==> src/hdl/bcr_pkg.sv <==
package bcr_pkg;
    // register byte offsets
    localparam logic [7:0] OFS_CMD = 8'h60;
    localparam logic [7:0] OFS_EVT_DIS = 8'h64;
    localparam logic [7:0] OFS_CLK_ERR = 8'h68;
    localparam logic [7:0] OFS_CLOCK_STOP_CONTROL = 8'h6C;

    // clock gating field layout
    localparam int SLOT_N = 4;
    localparam int CLK_N = 5;
    localparam int FLD_W = 2;
    localparam int DEV_CLK_BIT = 8;
    localparam int CG_W = 9;
    localparam logic [1:0] SLOT_OFF_CODE = 2'h3;
    localparam logic [CG_W-1:0] CG_RST = 9'h000;
    localparam int RSV_ONES_LSB = 9;
    localparam logic [4:0] RSV_ONES_VAL = 5'h1F;

    // error cause flags, bits 23:16
    localparam int ERR_LSB = 16;
    localparam int ERR_N = 8;
    localparam logic [ERR_N-1:0] ERR_RST = 8'h00;
    // causes that own a disable bit in the event disable register
    localparam logic [ERR_N-1:0] DIS_MASK = 8'h7E;
    localparam logic [ERR_N-1:0] DIS_RST = 8'h00;

    // clock-run control, bits 28:24
    localparam int STOP_STAT_BIT = 24;
    localparam int CR_LSB = 25;
    localparam int CR_W = 4;
    localparam int CR_SEC_EN = 0;
    localparam int CR_PRI_KEEP = 1;
    localparam int CR_PRI_EN = 2;
    localparam int CR_MODE = 3;
    localparam logic [CR_W-1:0] CR_RST = 4'h0;

    // command register: error line enable
    localparam int CMD_SERR_EN_BIT = 0;
    localparam logic CMD_RST = 1'b0;

    // ahb encodings
    localparam logic [1:0] HTRANS_NONSEQ = 2'h2;
    localparam logic [31:0] RDATA_RST = 32'h0000_0000;
endpackage

==> src/hdl/bcr_top.sv <==
// Implementation choice: the AHB-Lite register port.
`timescale 1ns/100ps

module bcr_top
    import bcr_pkg::*;
(
    input wire logic CORE_CLK_I,
    input wire logic RST_N_I,
    input wire logic HSEL_I,
    input wire logic [31:0] HADDR_I,
    input wire logic [1:0] HTRANS_I,
    input wire logic HWRITE_I,
    input wire logic [2:0] HSIZE_I,
    input wire logic [31:0] HWDATA_I,
    input wire logic HREADY_I,
    output logic HREADYOUT_O,
    output logic HRESP_O,
    output logic [31:0] HRDATA_O,
    input wire logic SEC_CLK_I,
    input wire logic PRI_STOP_REQ_I,
    input wire logic SEC_IDLE_I,
    input wire logic PRI_REQ_PEND_I,
    input wire logic [ERR_N-1:0] ERR_EVT_I,
    output logic PRI_SERR_O,
    output logic [CLK_N-1:0] SEC_CLK_O,
    output logic SEC_STOPPED_O,
    output logic SEC_CLOCK_STOP_CONTROL_EN_O,
    output logic PRI_CLOCK_STOP_CONTROL_EN_O,
    output logic PRI_CLK_STOP_OK_O
);

    function automatic logic hit(input logic [31:0] a, input logic [7:0] ofs);
        hit = (a[31:2] == {24'h00_0000, ofs[7:2]});
    endfunction

    logic [CG_W-1:0] cg_q;
    logic [ERR_N-1:0] flags_q;
    logic [ERR_N-1:0] dis_q;
    logic [CR_W-1:0] cr_q;
    logic serr_en_q;
    logic stopped_q;
    logic [CLK_N-1:0] gate_q;
    logic [CLK_N-1:0] out_q;
    logic sclk_s1_q;
    logic sclk_s2_q;
    logic serr_q;
    logic [31:0] waddr_q;
    logic wr_q;
    logic [31:0] raddr_q;
    logic rd_pend_q;
    logic [31:0] rdata_q;
    logic act;
    logic wr_clkerr;
    logic [ERR_N-1:0] raise;
    logic [ERR_N-1:0] clr;
    logic stop_req;
    logic [CLK_N-1:0] en_raw;
    logic [31:0] rd_word;

    // ahb-lite slave: writes complete with no wait, reads take one wait state
    assign act = HSEL_I && HREADY_I && HTRANS_I[1];

    always_ff @(posedge CORE_CLK_I or negedge RST_N_I)
    begin
        if (!RST_N_I)
        begin
            wr_q <= 1'b0;
            waddr_q <= 32'h0000_0000;
        end
        else
        begin
            wr_q <= act && HWRITE_I;
            if (act && HWRITE_I)
            begin
                waddr_q <= HADDR_I;
            end
        end
    end

    // read data is sampled one cycle late so a write just before is seen
    always_ff @(posedge CORE_CLK_I or negedge RST_N_I)
    begin
        if (!RST_N_I)
        begin
            rd_pend_q <= 1'b0;
            raddr_q <= 32'h0000_0000;
            rdata_q <= RDATA_RST;
        end
        else
        begin
            rd_pend_q <= act && !HWRITE_I;
            if (act && !HWRITE_I)
            begin
                raddr_q <= HADDR_I;
            end
            if (rd_pend_q)
            begin
                rdata_q <= rd_word;
            end
        end
    end

    always_comb
    begin
        rd_word = 32'h0000_0000;
        if (hit(raddr_q, OFS_CLK_ERR))
        begin
            rd_word[CG_W-1:0] = cg_q;
            rd_word[13:RSV_ONES_LSB] = RSV_ONES_VAL;
            rd_word[ERR_LSB+:ERR_N] = flags_q;
        end
        else if (hit(raddr_q, OFS_CLOCK_STOP_CONTROL))
        begin
            rd_word[STOP_STAT_BIT] = stopped_q;
            rd_word[CR_LSB+:CR_W] = cr_q;
        end
        else if (hit(raddr_q, OFS_EVT_DIS))
        begin
            rd_word[ERR_N-1:0] = dis_q;
        end
        else if (hit(raddr_q, OFS_CMD))
        begin
            rd_word[CMD_SERR_EN_BIT] = serr_en_q;
        end
    end

    assign HREADYOUT_O = !rd_pend_q;
    assign HRESP_O = 1'b0;
    assign HRDATA_O = rdata_q;

    // sub-word writes are treated as whole-word writes
    assign wr_clkerr = wr_q && hit(waddr_q, OFS_CLK_ERR);

    always_ff @(posedge CORE_CLK_I or negedge RST_N_I)
    begin
        if (!RST_N_I)
        begin
            cg_q <= CG_RST;
        end
        else if (wr_clkerr)
        begin
            cg_q <= HWDATA_I[CG_W-1:0];
        end
    end

    always_ff @(posedge CORE_CLK_I or negedge RST_N_I)
    begin
        if (!RST_N_I)
        begin
            cr_q <= CR_RST;
        end
        else if (wr_q && hit(waddr_q, OFS_CLOCK_STOP_CONTROL))
        begin
            cr_q <= HWDATA_I[CR_LSB+:CR_W];
        end
    end

    always_ff @(posedge CORE_CLK_I or negedge RST_N_I)
    begin
        if (!RST_N_I)
        begin
            dis_q <= DIS_RST;
            serr_en_q <= CMD_RST;
        end
        else
        begin
            if (wr_q && hit(waddr_q, OFS_EVT_DIS))
            begin
                dis_q <= HWDATA_I[ERR_N-1:0] & DIS_MASK;
            end
            if (wr_q && hit(waddr_q, OFS_CMD))
            begin
                serr_en_q <= HWDATA_I[CMD_SERR_EN_BIT];
            end
        end
    end

    // a cause counts only when it actually raises the error line
    assign raise = ERR_EVT_I & ~dis_q & {ERR_N{serr_en_q}};
    assign clr = wr_clkerr ? HWDATA_I[ERR_LSB+:ERR_N] : {ERR_N{1'b0}};

    always_ff @(posedge CORE_CLK_I or negedge RST_N_I)
    begin
        if (!RST_N_I)
        begin
            flags_q <= ERR_RST;
            serr_q <= 1'b0;
        end
        else
        begin
            // a new event beats a clear in the same cycle
            flags_q <= (flags_q & ~clr) | raise;
            serr_q <= |raise;
        end
    end

    assign PRI_SERR_O = serr_q;

    // secondary clock source is asynchronous; two stages before any use
    always_ff @(posedge CORE_CLK_I or negedge RST_N_I)
    begin
        if (!RST_N_I)
        begin
            sclk_s1_q <= 1'b0;
            sclk_s2_q <= 1'b0;
        end
        else
        begin
            sclk_s1_q <= SEC_CLK_I;
            sclk_s2_q <= sclk_s1_q;
        end
    end

    assign stop_req = cr_q[CR_SEC_EN] && (cr_q[CR_MODE] ?
        (SEC_IDLE_I && !PRI_REQ_PEND_I) : PRI_STOP_REQ_I);

    genvar gi;
    generate
        for (gi = 0; gi < SLOT_N; gi++)
        begin : g_slot
            assign en_raw[gi] = (cg_q[FLD_W*gi+:FLD_W] != SLOT_OFF_CODE) && !stop_req;
        end
    endgenerate
    assign en_raw[DEV_CLK_BIT-SLOT_N] = !cg_q[DEV_CLK_BIT] && !stop_req;

    // gates only move while the clock is low, so no pulse gets clipped
    always_ff @(posedge CORE_CLK_I or negedge RST_N_I)
    begin
        if (!RST_N_I)
        begin
            gate_q <= {CLK_N{1'b1}};
            stopped_q <= 1'b0;
        end
        else if (!sclk_s2_q)
        begin
            gate_q <= en_raw;
            stopped_q <= stop_req;
        end
    end

    always_ff @(posedge CORE_CLK_I or negedge RST_N_I)
    begin
        if (!RST_N_I)
        begin
            out_q <= {CLK_N{1'b0}};
        end
        else
        begin
            out_q <= gate_q & {CLK_N{sclk_s2_q}};
        end
    end

    assign SEC_CLK_O = out_q;
    assign SEC_STOPPED_O = stopped_q;
    assign SEC_CLOCK_STOP_CONTROL_EN_O = cr_q[CR_SEC_EN];
    assign PRI_CLOCK_STOP_CONTROL_EN_O = cr_q[CR_PRI_EN];
    assign PRI_CLK_STOP_OK_O = stopped_q && !cr_q[CR_PRI_KEEP];
endmodule

==> config.mk <==
export PLATFORM = sky130hd
export DESIGN_NAME = bcr_top
export DESIGN_NICKNAME = d
export VERILOG_FILES = /design/src/hdl/bcr_pkg.sv /design/src/hdl/bcr_top.sv
export SDC_FILE = /design/constraint.sdc
export NUM_CORES = 1
export LEC_CHECK = 0
export BUFFER_PORTS_ARGS = -buffer_cell sky130_fd_sc_hd__buf_4
export CAP_MARGIN = 20
export CORE_MARGIN = 5
export CORE_UTILIZATION = 52
export DETAILED_ROUTE_END_ITERATION = 16
export PLACE_DENSITY_LB_ADDON = 0.12
export SLEW_MARGIN = 20
export SYNTH_ARGS = -nofsm -noshare
export SYNTH_HDL_FRONTEND = slang
export SYNTH_SLANG_ARGS = --single-unit
export TNS_END_PERCENT = 30
==> constraint.sdc <==
create_clock -name CORE_CLK_I -period 2.3 [get_ports CORE_CLK_I]
set_input_delay 0.115 -clock CORE_CLK_I [delete_from_list [all_inputs] [get_ports CORE_CLK_I]]
set_output_delay 0.115 -clock CORE_CLK_I [all_outputs]
set_load 0.1 [all_outputs]
### Word level (Yosys, flattened, before mapping)

Index checks and enable logic that the tools add are counted.

* bits in registers: 135
* input bits: 86
* output and inout bits: 44

* equal/unequal tests: 12
* multiplexer cells: 11
* bitwise gates (word level): 7
* reductions and logical operators: 23

Operators with widths (number)
* 30-bit by 5-bit == test with 1-bit output, second input constant: 8
* 8-bit AND: 3
* 8-bit 2-to-1 mux: 3
* 1-bit logical AND: 16
* 6-bit 2-to-1 mux: 2
* 5-bit 2-to-1 mux: 2
* 2-bit inequality test, second input constant: 4
* 7-bit inverter with 8-bit output: 1
* 8-bit inverter: 1
* 8-bit OR: 1
* 8-bit OR reduction: 1
* 7-bit 2-to-1 mux: 1
* 1-bit zero test: 6
* 5-bit AND: 1
* 1-bit 2-to-1 mux: 3

### Logic depth before layout (Yosys ltp)

* word-level depth: 6
* gate-level depth with buffers: 5

### Least setup slack after synthesis

Ideal clock, no wire load.

* kind: register to output
* from: reg stopped_q (netlist: SEC_STOPPED_O)
* to: out PRI_CLK_STOP_OK_O
* arrival time: 2.332 ns
* required time: 2.185 ns
* path slack: -0.147 ns
* stages on the path, launching flop included: 3
* path through: dfrtp_1 > inv_1 > nor2_1

* word-level cells in the longest chain between the ends: 1

Ends and longest elaborated chain
* start: declaration: RTL line bcr_top.sv:41 `logic stopped_q;`
* start signal: assignment: RTL line bcr_top.sv:237 `stopped_q <= stop_req;`
* 1-bit logical AND: RTL line bcr_top.sv:257 `assign PRI_CLK_STOP_OK_O = stopped_q && !cr_q[CR_PRI_KEEP];`
* end: declaration: RTL line bcr_top.sv:29 `output logic PRI_CLK_STOP_OK_O`

No other way between the ends.

### Worst setup path after layout

* from: reg waddr_q[9]
* to: reg dis_q[3]

* word-level cells in the longest chain between the ends: 2

Ends and longest elaborated chain
* start: declaration: RTL line bcr_top.sv:47 `logic [31:0] waddr_q;`
* start signal: assignment: RTL line bcr_top.sv:68 `waddr_q <= 32'h0000_0000;`
* start signal: assignment: RTL line bcr_top.sv:75 `waddr_q <= HADDR_I;`
* 30-bit by 5-bit == test with 1-bit output: RTL line bcr_top.sv:33 `hit = (a[31:2] == {24'h00_0000, ofs[7:2]});`
* 1-bit logical AND: RTL line bcr_top.sv:167 `if (wr_q && hit(waddr_q, OFS_EVT_DIS))`
* end signal: assignment: RTL line bcr_top.sv:169 `dis_q <= HWDATA_I[ERR_N-1:0] & DIS_MASK;`
* end: declaration: RTL line bcr_top.sv:38 `logic [ERR_N-1:0] dis_q;`

No other way between the ends.
A chain may end at the register's enable or synchronous reset.

==> key figures <==
Status
  • Status: completed

Detailed routing
  • First-pass DRT Iterations: 5
  • Iter 0 DRT Violations: 285
  • WL met2: 6.83 mm
  • Met3 wire len: 748 um
  • Wire length on met1: 5.51 mm
  • Routed WL: 13.3 mm
  • DRC Markers: 0
  • Vias per cell: 5.19
  • Via count: 4192
  • Drt wl/cell: 16.4 um
  • Routed Antenna Nets: 0
  • Max layer used: met4

Min path
  • Hold Crit Depth: 3
  • Hold EP: PRI_SERR_O$_DFF_PN0_
  • HP Start: ERR_EVT_I[4]
  • Min-Delay Path Class: input pin to flop

Placement
  • Final GP Congestion: 0.789
  • Placed Area: 0.00616 sq mm
  • IO buf count: 106
  • Detail Placement HPWL: 8.76 mm

Job
  • Max cap viols: 0

Synthesis
  • Top-count cell post-synth: nand2_1
  • Synthesis Warnings: 0
  • Synth Cell Area: 0.00521 sq mm
  • Async S/R FF share, synth: 100%
  • Yosys reg bits: 127
  • Avg Inst Size Synth: 10.6 sq um
  • Leading area contributor after synthesis: dfrtp_1
  • Synth Flop Type: dfrtp_1
  • Post-synth top cells: 187 x nand2_1, 122 x dfrtp_1, 18 x clkbuf_1, 16 x mux2_2, 15 x a32o_1
  • Post-synth EDFFs: 0
  • Post-synth top area share: 58.6%
  • Post-Syn Instances: 490
  • Synth top area cells: dfrtp_1 59%, nand2_1 13%, mux2_2 3.5%, a32o_1 2.9%, dfstp_2 2.5%
  • Synth cell types: 44
  • Sequential area share after synthesis: 61.1%

Final layout
  • Final net count: 748
  • Fin util: 75.4%
  • Diodes inserted: 0
  • Design area: 0.00737 sq mm
  • Layout cells sized above 1: 26.7%
  • Area Growth Syn to Fin: 41.4%

Timing
  • RSZ-0062 raised after global routing: no
  • Total Neg Setup Slack: 0 ps
  • Max frequency: 482 MHz
  • Fin crit period: 2070 ps
  • Final period util: 90.2%
  • Rel. slew slack: 36.3%
  • Max-slew violation count: 0
  • Max Clock Skew: 8.55 ps
  • Measured slew at the worst slew-check pin: 954 ps
  • Final Hold Fails: 0
  • Setup Viol. Count Final: 0
  • Worst hold margin: 17.3 ps

Die
  • Die Width: 110 um
  • Initial cell density of the core: 53.3%
  • Core Area: 0.00977 sq mm
  • Die area: 0.0121 sq mm
  • DIE HEIGHT: 110 um
  • # rows: 36
  • IO Count: 130

Clocking
  • CTS tree: built
  • Maximum buffer depth of the clock tree: 2
  • Reg clk slew, reported paths: 60 ps
  • Worst skew pair latency: 520 ps
  • CTS buffer count: 17
  • Clk sink count: 127
  • H-tree level count: 4
  • Root Driver: clkbuf_8

Setup path
  • R2R Setup Slk: 230 ps
  • Max FO, Critical Path: 6
  • CP Launch Type: flop
  • Required @ worst endpoint: 2700 ps
  • R2R Path End: dis_q[3]$_DFFE_PN0P_
  • CP Data Arrival Time: 2480 ps
  • Start of the worst register-to-register path: waddr_q[9]$_DFFE_PN0P_
  • Crit path capture type: flop
  • WS Path Type: flop to flop
  • Reg2Reg Depth: 6

Global route
  • Total gr overflow: 0
  • Initial antenna violation count: 0
  • Total Routing Usage GR: 23.5%
  • First-pass GRT wire length: 21.4 mm
  • Largest net degree at the start of global routing: 52
  • Number of global-route vias before repair: 4312

Power and ir drop
  • Leakage: 3.71 nW
  • Power density cells: 831 mW/mm^2
  • Maximum vdd drop: 0.487 mV
==> cell families after synthesis <==
logic type             share of synthesized area [%]
buffers and inverters                           3.82
other                                         0.0720
AO/OA/AOI/OAI                                   8.04
flip-flops                                      61.1
AND/OR/NAND/NOR                                 22.4
multiplexers                                    4.51
==> state kept, by name, summed over array words and instances (netlist names) <==
register       cells
HRDATA_O          23
SEC_STOPPED_O      1
sclk_s2_q          1
SEC_CLK_O          5
gate_q             5
PRI_SERR_O         1
serr_en_q          1
sclk_s1_q          1
dis_q              6
flags_q            8
wr_q               1
cg_q               9
waddr_q           30
rd_pend_q          1
cr_q               4
raddr_q           30
==> per-stage QoR <==
step / worst slack [ps] / instances / total power, W
final: 226 / 808 / 0.00612
after global routing: 35.0 / 808 / 0.00636
after CTS: 135 / 806 / 0.00615
after detailed placement: 245 / 717 / 0.00327
after global placement: 244 / 717 / 0.00325
after floorplan: 292 / 495 / 0.00299
==> worst max-delay path: stages (launching register included) <==
cell and delay (ps):
dfrtp_1 410, nor4_1 360, nand4_2 200, buf_4 200
nor4b_4 230, buf_4 200, mux2_2 350
==> where the power goes <==
group | internal [W] | switching (W)
combinational | 0.000300 | 0.000409
clock | 0.00178 | 0.00103
sequential | 0.00245 | 0.000152
==> cells in the final DEF, fill, tap and decap left out, types with 7 or more instances in the layout <==
cell,count
dlygate4sd3_1,57
buf_4,118
clkbuf_16,16
o2bb2ai_1,7
nand2_1,187
nor4_1,14
a32o_1,15
inv_1,13
nor2b_1,10
mux2_2,16
dfrtp_1,122
==> area by class of cell <==
class | count | area, sq um
sequential | 127 | 3180
fill | 670 | 2410
multi-input combinational | 326 | 1850
timing repair buffer | 177 | 1500
clock buffer | 17 | 414
clock inverter | 15 | 208
tap | 133 | 166
inverter | 13 | 48.8
==> metal layers <==
metal | vias up | GRT usage, %
met2 | 134 | 40.2
li1 | 1995 | -
met5 | - | 0
met4 | 0 | 7.12
met3 | 21 | 5.47
met1 | 2042 | 29.9
==> what timing repair did <==
item | CTS | global route
hold buffers | 57 | 0
endpoints found under the hold margin | 127 | 0
resized for setup | 0 | 0
endpoints found under the setup margin | 0 | 1
setup buffers | 0 | 2
==> how the worst max path moves through the flow <==
stage                                    from                   end  slack (ps)  cells past startpoint
floorplan           SEC_STOPPED_O$_DFFE_PN0N_     PRI_CLK_STOP_OK_O         290                      2
global placement       waddr_q[8]$_DFFE_PN0P_   cr_q[2]$_DFFE_PN0P_         240                      4
detailed placement     waddr_q[8]$_DFFE_PN0P_   cr_q[2]$_DFFE_PN0P_         250                      4
CTS                    waddr_q[9]$_DFFE_PN0P_  flags_q[3]$_DFF_PN0_         130                      5
global route           waddr_q[8]$_DFFE_PN0P_  flags_q[2]$_DFF_PN0_          30                      4
finish                 waddr_q[9]$_DFFE_PN0P_  dis_q[3]$_DFFE_PN0P_         230                      6
(Power assumes the default switching activity.)
